<file path="config.mk">
export PLATFORM = sky130hd
export DESIGN_NAME = synth_config_regs
export DESIGN_NICKNAME = d
export VERILOG_FILES = /design/src/shared/synth_cfg_pkg.sv /design/src/design/tick_divider.sv /design/src/design/synth_config_regs.sv
export VERILOG_INCLUDE_DIRS = /design/src /design/src/shared
export SDC_FILE = /design/constraint.sdc
export NUM_CORES = 1
export LEC_CHECK = 0
export BUFFER_PORTS_ARGS = -buffer_cell sky130_fd_sc_hd__buf_2
export CORE_AREA = 2 2 112 125
export CTS_CLUSTER_SIZE = 40
export DETAILED_ROUTE_END_ITERATION = 12
export DIE_AREA = 0 0 114 127
export PLACE_DENSITY_LB_ADDON = 0.1
export SKIP_LAST_GASP = 1
export SYNTH_ARGS = -nofsm -noshare
export SYNTH_HDL_FRONTEND = slang
export SYNTH_SLANG_ARGS = --single-unit
</file>
<file path="constraint.sdc">
create_clock -name ref_clk -period 2.19 [get_ports ref_clk]
set_input_delay 0.1095 -clock ref_clk [delete_from_list [all_inputs] [get_ports ref_clk]]
set_output_delay 0.1095 -clock ref_clk [all_outputs]
set_load 0.005 [all_outputs]
</file>
<file path="src/shared/synth_cfg_map.svh">
// synth_cfg_map.svh: register selects, field positions, defaults and counts for
// the serially programmed synthesizer configuration block.
// assumes 24-bit words, data in bits 23:4, register select in bits 3:0.
`ifndef SYNTH_CFG_MAP_SVH
`define SYNTH_CFG_MAP_SVH

// register select codes
`define SEL_MODULATOR       4'h3
`define SEL_FASTLOCK        4'h4
`define SEL_POWER           4'h5
`define SEL_LOOP_FILTER     4'h6
`define SEL_CAL_CLOCK       4'h7
`define SEL_CAL_SELECT      4'h8
`define SEL_LOCK_DETECT     4'h9
`define SEL_FIXED_SETUP     4'hC
`define SEL_FIRST_STORED    3
`define SEL_LAST_STORED     9

// word layout
`define WORD_BITS           24
`define SEL_MSB             3

// modulator_config
`define HALVER_BIT          23
`define EXT_FRAC_BIT        22
`define DITHER_MSB          21
`define DITHER_LSB          20
`define ORDER_MSB           19
`define ORDER_LSB           18
`define TESTSEL_MSB         17
`define TESTSEL_LSB         14
`define DEN_UP_MSB          13
`define DEN_UP_LSB          4

// fastlock_timing
`define FPUMP_MSB           21
`define FPUMP_LSB           18
`define TIMEOUT_MSB         17
`define TIMEOUT_LSB         4
`define TIMEOUT_MIN         14'h0004

// power_control
`define SOFT_RST_BIT        19
`define POWER_MSB           10
`define POWER_LSB           4

// loop_filter_config
`define RANGE_MSB           23
`define RANGE_LSB           21
`define FILTER_EN_BIT       16
`define R4_MSB              15
`define R4_LSB              14
`define R4F_MSB             13
`define R4F_LSB             12
`define R3_MSB              11
`define R3_LSB              10
`define R3F_MSB             9
`define R3F_LSB             8
`define CAP_MSB             7
`define CAP_LSB             5

// calibration_clock_config, calibration_select, lock_detect_config
`define CALTIME_MSB         21
`define CALTIME_LSB         10
`define CALDIV_MSB          9
`define CALDIV_LSB          8
`define CALHIGH_BIT         4
`define LD_PRESCALE_BIT     17

// defaults: everything zero, so blocks and regulators come up powered down
`define WORD_DEFAULT        24'h00_0000

// bypass capacitor value in pF when the pole filter is off
`define BYPASS_CAP_PF       8'h64

`endif

</file>
<file path="src/shared/synth_cfg_pkg.sv">
// synth_cfg_pkg: types shared by the configuration block and its users.
// assumes synth_cfg_map.svh holds all numeric layout.
package synth_cfg_pkg;

    typedef enum logic [1:0] {ORDER_FOURTH, ORDER_HOLD, ORDER_SECOND, ORDER_THIRD} mod_order_e;

    typedef enum logic [1:0] {DITHER_WEAK, DITHER_STRONG, DITHER_OFF} dither_e;

    // same bit order as the power word, bit 10 down to bit 4
    typedef struct packed {
        logic digitalReg;
        logic loopRegB;
        logic loopRegA;
        logic oscReg;
        logic refBuffer;
        logic oscillator;
        logic loop;
    } power_s;

    typedef struct packed {
        logic [5:0] thirdKohm;
        logic [5:0] fourthKohm;
        logic [7:0] c3Pf;
        logic [7:0] c4Pf;
    } pole_filter_s;

    typedef struct packed {
        logic [2:0]  rangeSel;
        logic [1:0]  divCode;
        logic [11:0] timing;
        logic        highRef;
    } cal_cfg_s;

endpackage

</file>
<file path="src/design/tick_divider.sv">
// tick_divider: counts single-cycle ticks and emits one tick per modulus+1 inputs.
// assumes tickIn is a one-cycle pulse on ref_clk; level toggles on each output tick.
`timescale 1ns/1ps
module tick_divider #(
    parameter int WIDTH = 3
) (
    input  wire logic             ref_clk,
    input  wire logic             sys_rst,
    input  wire logic             tickIn,
    input  wire logic [WIDTH-1:0] modulus,
    output logic                  tickOut,
    output logic                  level
);
    logic [WIDTH-1:0] count_r;
    logic [WIDTH-1:0] count_nxt;
    logic             tick_r;
    logic             tick_nxt;
    logic             level_r;
    logic             level_nxt;

    if (WIDTH < 1) begin : g_chk
        $error("tick_divider WIDTH must be at least 1");
    end

    always_comb begin
        count_nxt = count_r;
        tick_nxt  = 1'b0;
        level_nxt = level_r;
        if (tickIn) begin
            // modulus change mid-count: wrap on >= so it never runs away
            if (count_r >= modulus) begin
                count_nxt = '0;
                tick_nxt  = 1'b1;
                level_nxt = ~level_r;
            end else begin
                count_nxt = count_r + 1'b1;
            end
        end
    end

    always_ff @(posedge ref_clk) begin
        if (sys_rst) begin
            count_r <= '0;
            tick_r  <= 1'b0;
            level_r <= 1'b0;
        end else begin
            count_r <= count_nxt;
            tick_r  <= tick_nxt;
            level_r <= level_nxt;
        end
    end

    assign tickOut = tick_r;
    assign level   = level_r;
endmodule // tick_divider

</file>
<file path="src/design/synth_config_regs.sv">
// synth_config_regs: serial write-only configuration registers and their field logic.
// assumes pins arrive asynchronous to ref_clk; pump code, numerator bits and fastLockStart
// come from the counter register logic on ref_clk.
`timescale 1ns/1ps
`include "synth_cfg_map.svh"
module synth_config_regs #(
    parameter bit HALVER_SUPPORTED = 1'b1,
    parameter int TIMEOUT_WIDTH    = 14
) (
    input  wire logic                        ref_clk,
    input  wire logic                        sys_rst,
    input  wire logic                        serClk,
    input  wire logic                        serData,
    input  wire logic                        latch_strobe,
    input  wire logic                        reference_input,
    input  wire logic                        pdClkPin,
    input  wire logic                        fbCounterPin,
    input  wire logic                        digLockIn,
    input  wire logic                        anaLockIn,
    input  wire logic [3:0]                  pump_current_code,
    input  wire logic [9:0]                  numUpperIn,
    input  wire logic                        fastLockStart,
    output logic                             testLockOut,
    output logic                             testLockOe,
    output logic                             fastAssistOut,
    output logic                             fastAssistOe,
    output synth_cfg_pkg::mod_order_e        modOrder,
    output synth_cfg_pkg::dither_e           ditherMode,
    output logic                             extended_fraction_mode,
    output logic [9:0]                       numUpperEff,
    output logic [9:0]                       denUpperEff,
    output logic                             oscOutHalve,
    output logic [3:0]                       pumpCurrentEff,
    output logic                             fastLockActive,
    output synth_cfg_pkg::power_s            powerEn,
    output synth_cfg_pkg::pole_filter_s      poleFilter,
    output synth_cfg_pkg::cal_cfg_s          calCfg,
    output logic                             calClkTick,
    output logic                             lockCompareTick
);
    localparam int NPIN = 6;

    if (TIMEOUT_WIDTH != 14) begin : g_chk
        $error("field layout serves a 14-bit timeout only");
    end

    // pin synchronisers; stage one feeds stage two only
    logic [NPIN-1:0] pinMeta_r;
    logic [NPIN-1:0] pinSync_r;
    logic [NPIN-1:0] pinPrev_r;
    logic [NPIN-1:0] pinRise;
    logic [1:0]      lockMeta_r;
    logic [1:0]      lockSync_r;

    always_ff @(posedge ref_clk) begin
        if (sys_rst) begin
            pinMeta_r  <= '0;
            pinSync_r  <= '0;
            pinPrev_r  <= '0;
            lockMeta_r <= '0;
            lockSync_r <= '0;
        end else begin
            pinMeta_r  <= {fbCounterPin, pdClkPin, reference_input,
                           latch_strobe, serData, serClk};
            pinSync_r  <= pinMeta_r;
            pinPrev_r  <= pinSync_r;
            lockMeta_r <= {anaLockIn, digLockIn};
            lockSync_r <= lockMeta_r;
        end
    end
    assign pinRise = pinSync_r & ~pinPrev_r;

    // serial shift and register store
    logic [`WORD_BITS-1:0] shift_r;
    logic [`WORD_BITS-1:0] shift_nxt;
    logic [`WORD_BITS-1:0] cfgWord_r   [`SEL_FIRST_STORED:`SEL_LAST_STORED];
    logic [`WORD_BITS-1:0] cfgWord_nxt [`SEL_FIRST_STORED:`SEL_LAST_STORED];
    logic [`SEL_MSB:0]     wordSel;
    logic                  latchEvt;
    logic                  softRstWrite;
    logic                  softRstHeld;

    assign latchEvt     = pinRise[2];
    assign wordSel      = shift_r[`SEL_MSB:0];
    assign softRstWrite = latchEvt && wordSel == `SEL_POWER && shift_r[`SOFT_RST_BIT];
    assign softRstHeld  = cfgWord_r[5][`SOFT_RST_BIT];

    always_comb begin
        shift_nxt = shift_r;
        if (pinRise[0]) begin
            shift_nxt = {shift_r[`WORD_BITS-2:0], pinSync_r[1]};
        end
        for (int i = `SEL_FIRST_STORED; i <= `SEL_LAST_STORED; i++) begin
            cfgWord_nxt[i] = cfgWord_r[i];
        end
        // soft reset loads defaults and keeps them while set
        if (softRstWrite) begin
            for (int i = `SEL_FIRST_STORED; i <= `SEL_LAST_STORED; i++) begin
                cfgWord_nxt[i] = `WORD_DEFAULT;
            end
            cfgWord_nxt[5] = shift_r;
        // register select decode on strobe rise
        end else if (latchEvt && wordSel == `SEL_POWER) begin
            cfgWord_nxt[5] = shift_r;
        // other codes and held reset leave the store alone
        end else if (latchEvt && !softRstHeld && wordSel >= 4'(`SEL_FIRST_STORED)
                     && wordSel <= 4'(`SEL_LAST_STORED)) begin
            cfgWord_nxt[wordSel] = shift_r;
        end
    end

    always_ff @(posedge ref_clk) begin
        if (sys_rst) begin
            shift_r <= '0;
            for (int i = `SEL_FIRST_STORED; i <= `SEL_LAST_STORED; i++) begin
                cfgWord_r[i] <= `WORD_DEFAULT;
            end
        end else begin
            shift_r <= shift_nxt;
            for (int i = `SEL_FIRST_STORED; i <= `SEL_LAST_STORED; i++) begin
                cfgWord_r[i] <= cfgWord_nxt[i];
            end
        end
    end

    // field views
    logic [3:0]  testSel;
    logic [13:0] timeout;
    logic [3:0]  fastPump;
    logic [1:0]  ditherCode;
    assign testSel    = cfgWord_r[3][`TESTSEL_MSB:`TESTSEL_LSB];
    assign ditherCode = cfgWord_r[3][`DITHER_MSB:`DITHER_LSB];
    assign timeout    = cfgWord_r[4][`TIMEOUT_MSB:`TIMEOUT_LSB];
    assign fastPump   = cfgWord_r[4][`FPUMP_MSB:`FPUMP_LSB];

    // order code maps straight onto the enum
    assign modOrder = synth_cfg_pkg::mod_order_e'(cfgWord_r[3][`ORDER_MSB:`ORDER_LSB]);

    // reserved dither code treated as off, never an undefined mode
    always_comb begin
        case (ditherCode)
            2'h0:    ditherMode = synth_cfg_pkg::DITHER_WEAK;
            2'h2:    ditherMode = synth_cfg_pkg::DITHER_STRONG;
            default: ditherMode = synth_cfg_pkg::DITHER_OFF;
        endcase
    end

    // upper fraction bits masked unless extended mode
    assign extended_fraction_mode = cfgWord_r[3][`EXT_FRAC_BIT];
    assign numUpperEff = extended_fraction_mode ? numUpperIn : 10'h000;
    assign denUpperEff = extended_fraction_mode ? cfgWord_r[3][`DEN_UP_MSB:`DEN_UP_LSB] : 10'h000;

    // halver only where the variant has one
    assign oscOutHalve = HALVER_SUPPORTED & cfgWord_r[3][`HALVER_BIT];

    // block enables, regulators and reference buffer
    assign powerEn = softRstHeld ? '0 : cfgWord_r[5][`POWER_MSB:`POWER_LSB];

    // fast-lock timeout, counted in detector edges
    logic [TIMEOUT_WIDTH:0] fastCnt_r;
    logic [TIMEOUT_WIDTH:0] fastCnt_nxt;
    logic                   timeoutEngaged;
    assign timeoutEngaged = timeout >= `TIMEOUT_MIN;

    always_comb begin
        fastCnt_nxt = fastCnt_r;
        if (softRstHeld || !timeoutEngaged) begin
            fastCnt_nxt = '0;
        // load value times two detector cycles
        end else if (fastLockStart) begin
            fastCnt_nxt = {timeout, 1'b0};
        end else if (pinRise[4] && fastCnt_r != '0) begin
            fastCnt_nxt = fastCnt_r - 1'b1;
        end
    end

    always_ff @(posedge ref_clk) begin
        if (sys_rst) begin
            fastCnt_r <= '0;
        end else begin
            fastCnt_r <= fastCnt_nxt;
        end
    end

    // code 1 keeps fast-lock on permanently
    assign fastLockActive = (fastCnt_r != '0) || timeout == 14'h0001;

    assign pumpCurrentEff = fastLockActive ? fastPump : pump_current_code;

    // loop filter selections
    function automatic logic [5:0] kohm(input logic [1:0] code);
        case (code)
            2'h0:    kohm = 6'h0A;
            2'h1:    kohm = 6'h14;
            2'h2:    kohm = 6'h1E;
            default: kohm = 6'h28;
        endcase
    endfunction

    function automatic logic [15:0] capPair(input logic [2:0] code);
        case (code)
            3'h0:    capPair = {8'h32, 8'h32};
            3'h1:    capPair = {8'h32, 8'h64};
            3'h2:    capPair = {8'h32, 8'h96};
            3'h3:    capPair = {8'h64, 8'h32};
            3'h4:    capPair = {8'h96, 8'h32};
            3'h5:    capPair = {8'h64, 8'h64};
            default: capPair = {8'h32, 8'h96};
        endcase
    endfunction

    logic [23:0] w6;
    assign w6 = cfgWord_r[6];
    always_comb begin
        poleFilter.thirdKohm  = kohm(fastLockActive ? w6[`R3F_MSB:`R3F_LSB] : w6[`R3_MSB:`R3_LSB]);
        poleFilter.fourthKohm = kohm(fastLockActive ? w6[`R4F_MSB:`R4F_LSB] : w6[`R4_MSB:`R4_LSB]);
        {poleFilter.c3Pf, poleFilter.c4Pf} = capPair(w6[`CAP_MSB:`CAP_LSB]);
        // bypass the third and fourth poles
        if (!w6[`FILTER_EN_BIT]) begin
            poleFilter.thirdKohm  = 6'h00;
            poleFilter.fourthKohm = 6'h00;
            poleFilter.c3Pf       = `BYPASS_CAP_PF;
            poleFilter.c4Pf       = `BYPASS_CAP_PF;
        end
    end

    // calibration settings and clocks
    assign calCfg.rangeSel = w6[`RANGE_MSB:`RANGE_LSB];
    assign calCfg.divCode  = cfgWord_r[7][`CALDIV_MSB:`CALDIV_LSB];
    assign calCfg.timing   = cfgWord_r[7][`CALTIME_MSB:`CALTIME_LSB];
    assign calCfg.highRef  = cfgWord_r[8][`CALHIGH_BIT];

    logic [2:0] calModulus;
    logic       ldPrescale;
    logic       ldDivTick;
    logic       fbHalfLevel;
    // divide by 2, 4, 8; reserved code stops the clock
    assign calModulus = (3'h1 << calCfg.divCode) - 3'h1;
    assign ldPrescale = cfgWord_r[9][`LD_PRESCALE_BIT];

    tick_divider #(.WIDTH(3)) u_cal_div (
        .ref_clk (ref_clk),
        .sys_rst (sys_rst),
        .tickIn  (pinRise[3] && calCfg.divCode != 2'h0),
        .modulus (calModulus),
        .tickOut (calClkTick),
        .level   ()
    );

    // comparison ticks divided by four for lock detect
    tick_divider #(.WIDTH(2)) u_ld_div (
        .ref_clk (ref_clk),
        .sys_rst (sys_rst),
        .tickIn  (pinRise[4]),
        .modulus (2'h3),
        .tickOut (ldDivTick),
        .level   ()
    );
    assign lockCompareTick = ldPrescale ? ldDivTick : pinRise[4];

    tick_divider #(.WIDTH(1)) u_fb_half (
        .ref_clk (ref_clk),
        .sys_rst (sys_rst),
        .tickIn  (pinRise[5]),
        .modulus (1'b0),
        .tickOut (),
        .level   (fbHalfLevel)
    );

    // pin drivers, registered so the pads see clean levels
    logic testOut_nxt;
    logic testOe_nxt;
    logic fastOut_nxt;
    logic fastOe_nxt;
    always_comb begin
        testOut_nxt = 1'b0;
        testOe_nxt  = 1'b1;
        case (testSel)
            4'h1:    testOut_nxt = 1'b1;
            4'h2:    testOut_nxt = 1'b0;
            4'h3:    testOut_nxt = lockSync_r[0];
            4'h5:    testOut_nxt = fbHalfLevel;
            4'h6:    testOe_nxt  = ~lockSync_r[1];
            4'h7:    testOut_nxt = lockSync_r[1];
            default: testOe_nxt  = 1'b0;
        endcase
        fastOut_nxt = 1'b0;
        fastOe_nxt  = 1'b1;
        case (timeout)
            14'h0000: fastOe_nxt  = 1'b0;
            14'h0003: fastOut_nxt = 1'b1;
            14'h0001: fastOe_nxt  = 1'b1;
            14'h0002: fastOe_nxt  = 1'b1;
            default:  fastOe_nxt  = fastLockActive;
        endcase
    end

    always_ff @(posedge ref_clk) begin
        if (sys_rst) begin
            testLockOut   <= 1'b0;
            testLockOe    <= 1'b0;
            fastAssistOut <= 1'b0;
            fastAssistOe  <= 1'b0;
        end else begin
            testLockOut   <= testOut_nxt;
            testLockOe    <= testOe_nxt;
            fastAssistOut <= fastOut_nxt;
            fastAssistOe  <= fastOe_nxt;
        end
    end

    // checks
    a_order_hold: assert property (@(posedge ref_clk) disable iff (sys_rst)
        latchEvt && wordSel == `SEL_MODULATOR && !softRstHeld
        && shift_r[`ORDER_MSB:`ORDER_LSB] == 2'h1 |=> modOrder == synth_cfg_pkg::ORDER_HOLD)
        else $error("order code 1 did not hold the modulator");
    a_dither_off: assert property (@(posedge ref_clk) disable iff (sys_rst)
        latchEvt && wordSel == `SEL_MODULATOR && !softRstHeld
        && shift_r[`DITHER_MSB:`DITHER_LSB] == 2'h3 |=> ditherMode == synth_cfg_pkg::DITHER_OFF)
        else $error("dither code 3 did not disable dithering");
    a_frac_mask: assert property (@(posedge ref_clk) disable iff (sys_rst)
        !extended_fraction_mode |-> numUpperEff == 10'h000 && denUpperEff == 10'h000)
        else $error("upper fraction bits leaked without extended mode");
    a_test_lock_out_select_drain: assert property (@(posedge ref_clk) disable iff (sys_rst)
        testSel == 4'h6 && $stable(testSel) |=> !testLockOut)
        else $error("open-drain lock output drove high");
    a_fast_load: assert property (@(posedge ref_clk) disable iff (sys_rst)
        fastLockStart && timeoutEngaged && !softRstHeld |=> fastCnt_r == {$past(timeout), 1'b0})
        else $error("timeout count not loaded as twice the value");
    a_fast_pin: assert property (@(posedge ref_clk) disable iff (sys_rst)
        fastLockActive && timeoutEngaged ##1 timeoutEngaged |-> fastAssistOe && !fastAssistOut)
        else $error("fast assist pin not grounded during fast-lock");
    a_pump_swap: assert property (@(posedge ref_clk) disable iff (sys_rst)
        !fastLockActive |-> pumpCurrentEff == pump_current_code)
        else $error("fast pump code used outside fast-lock");
    a_soft_reset: assert property (@(posedge ref_clk) disable iff (sys_rst)
        softRstWrite |=> powerEn == '0 && modOrder == synth_cfg_pkg::ORDER_FOURTH)
        else $error("soft reset left power or config set");
    a_pole_bypass: assert property (@(posedge ref_clk) disable iff (sys_rst)
        !w6[`FILTER_EN_BIT] |-> poleFilter.thirdKohm == 6'h00 && poleFilter.c4Pf == 8'h64)
        else $error("pole filter not bypassed");
    a_unmapped_quiet: assert property (@(posedge ref_clk) disable iff (sys_rst)
        latchEvt && wordSel inside {4'hA, 4'hB, 4'hD, 4'hE, 4'hF} |=> $stable(powerEn)
        && $stable(modOrder) && $stable(calCfg))
        else $error("unused select changed stored state");
endmodule // synth_config_regs

</file>
==> results.yml <==
synthesis:
  synthCells: 717
  synth_seq_cells: 149
  ys_async_sr_fraction_pct: 0
  yosysTopAreaCell: "dfxtp_1"
  synth_top_family_by_area: "simple AND/OR/NAND/NOR gates"
  ys_warn_count: 0
  synth_commonest_cells: "dfxtp_1, nor2_1, mux2i_1"
  ys_top_cells_by_area: "dfxtp_1, mux2i_1, nor2_1, nand2_1, buf_4"
  synth-edff-count: 0
  syn_area_mm2: 0.00647
  avgSynthCellArea_um2: 9.02
  synth_fa_ha_area_share_pct: 1.35
  synthMuxAreaShare_pct: 13.7
  yosysTopAreaCellShare_pct: 46.1
  synth-simple-area-share_pct: 22.5
  yosys_most_used_dff: "dfxtp_1"
  synth-xor-area-share_pct: 1.08
  yosysMostFrequentCell: "dfxtp_1"
  synth_compound_area_share_pct: 8.14
  yosysSeqAreaShare_pct: 46.1
  ys_types: 51
sta:
  setup_ws_ns: -0.0651
  finalMaxSlewViolations: 0
  grt_setup_unrepaired: "true"
  maxSlewHeadroom_pct: 32.7
  period_share_pct: 103
  worst_pin_slew_ns: 1.00
  setup_viol_count_final: 7
  skew_ns: 0.00719
  fin_crit_ns: 2.26
  final_hold_viol_count: 0
  fmax_ghz: 0.443
global_routing:
  grt_max_degree: 70
  use_met2_pct: 37.0
  grt.total_usage_pct: 21.2
  grt_overflow: 0
  use_met1_pct: 26.6
  use_met3_pct: 3.70
  grt_pass1_wl_um: 24600
  grt-busiest-layer: "met2"
  grt_pass1_vias: 4920
  antenna_found_initial: 0
cts:
  htree_levels: 4
  numCtsBuffers: 17
  clock-sinks: 149
  max-clock-path-buffers: 2
  cts-root-buf: "clkbuf_16"
  path_clk_slew_ns: 0.05
  cts_tree: "yes"
  clk_latency_ns: 0.42
worst_setup_path:
  startpoint_type: "register"
  cpMaxStageDelayCell: "or4_4"
  crit_required_ns: 2.08
  slowest_delay_ns: 0.55
  cp_cell_sequence: "or4_4 > nor3_2 > nand4_1 > buf_6 > mux2_2 > buf_2"
  critPathKind: "reg -> out"
  crit_family: "simple AND/OR/NAND/NOR gates"
  startpoint: "fastCnt_r[3]"
  cp-end-kind: "output port"
  r2r-start: "fastCnt_r[3]"
  cp_data_arrival_time_ns: 2.15
  cp_max_fo: 7
  cp_num_buf_inv: 2
detailed_routing:
  dr_total_vias: 5209
  drcViolationCount: 0
  ant_nets: 0
  dr.pass1.iters: 7
  drtIter0Drc: 310
  via_per_inst: 5.27
  avgRoutedWirePerCell_um: 15.3
  routed_wl_um: 15100
floorplanning:
  fp.dieW_um: 114
  coreArea_mm2: 0.0131
  die_h_um: 127
  io_pins: 115
  start_util_pct: 49.4
  rows: 44
  die-area_mm2: 0.0145
power:
  p_leak_nw: 3.68
  p_per_area_mw_per_mm2: 732
  ir_worst_vdd_uv: 536
outcome:
  violations: "negative setup slack"
  status: "finished with violations"
placed_design:
  place_hpwl_um: 9970
  io_buffers: 108
  pre_cts_ws_ns: 0.0901
  gp_congestion: 0.870
  place_area_mm2: 0.00700
cells_and_area:
  seqCellArea_mm2: 0.00300
  fillers: 1163
  synthToLayoutAreaGrowth_pct: 22.2
  drive_gt1_share_pct: 24.9
  fin_nets: 847
  stdcell_area_mm2: 0.00791
  multi_input_area_mm2: 0.00316
  postLayoutCoreUtil_pct: 60.3
  antenna_cells: 0
min_path:
  hold_path_class: "in -> reg"
  min_from: "sys_rst"
job:
  drv_cap: 0
## layout by cell type (no fill, tap or decap), types with 14 or more instances in the layout
master,count
o21ai_0,27
and2_1,21
mux2i_1,83
nor2b_1,33
buf_2,108
a21oi_1,34
dfxtp_1,141
nor2_1,85
nand2_1,66
inv_1,14
buf_4,27
clkbuf_16,17
## routing by layer
metal / part of all wire [%] / up-vias
met5: 0 / -
met4: 1.3 / 0
met3: 3.4 / 18
met2: 51 / 106
met1: 45 / 2474
li1: - / 2611
## registers in the layout, indices dropped and copies added, names as in the netlist, 2 cells and up
name	count
u_ld_div.count_r	2
fastCnt_r	15
lockMeta_r	2
lockSync_r	2
shift_r	24
cfgWord_r	77
pinSync_r	6
pinPrev_r	5
pinMeta_r	6
u_cal_div.count_r	3
## what timing repair did
action                     4_1_cts  5_1_grt
gates resized for setup         20       15
cloned                           0        0
hold endpoints to repair         9        0
setup endpoints to repair       14       20
pin swaps                        5        4
hold buffers                     9        0
setup buffers                    6        6
## metrics by stage
stage          TNS (ns)  hold WS, ns  std cells  total power [mW]
5_1_grt          -0.807       0.0425        989              5.97
6_report         -0.302       0.0295        989              5.79
2_1_floorplan         0        0.238        722              2.89
3_5_place_dp          0        0.327        936              2.93
4_1_cts          -0.311       0.0251        983              5.83
3_3_place_gp          0        0.320        936              2.93
## final timing paths
| kind | endpoint | slack (ns) | cells after the start |
|---|---|---|---|
| max | pumpCurrentEff[3] | -0.07 | 6 |
| min | pinPrev_r[4] | 0.03 | 2 |
| max reg2reg | fastCnt_r[12] | -0.03 | 5 |
| min reg2reg | pinSync_r[5] | 0.44 | 1 |
## logic make-up after synthesis
kind of cell | count (synthesis)
multiplexers | 88
buffers and inverters | 90
AO/OA/AOI/OAI | 91
XOR/XNOR | 8
AND/OR/NAND/NOR | 283
adder cells (fa/ha/maj) | 7
flip-flops | 149
other | 1
## final cells by class
| type | count | share of cell area (%) |
|---|---|---|
| Clock inverter | 7 | 1.19 |
| Inverter | 16 | 0.760 |
| Clock buffer | 25 | 6.39 |
| Timing Repair Buffer | 148 | 11.2 |
| Multi-Input combinational cell | 483 | 40.0 |
| Tap cell | 161 | 2.55 |
| Sequential cell | 149 | 37.9 |
## where the power goes
part / internal (mW) / leakage (nW) / switching, mW
combinational: 0.0615 / 2.18 / 0.0860
clock: 1.83 / 0.289 / 1.07
sequential: 2.73 / 1.21 / 0.00751
total: 4.62 / 3.68 / 1.17
Note: power is estimated with default switching activity, not from simulation.
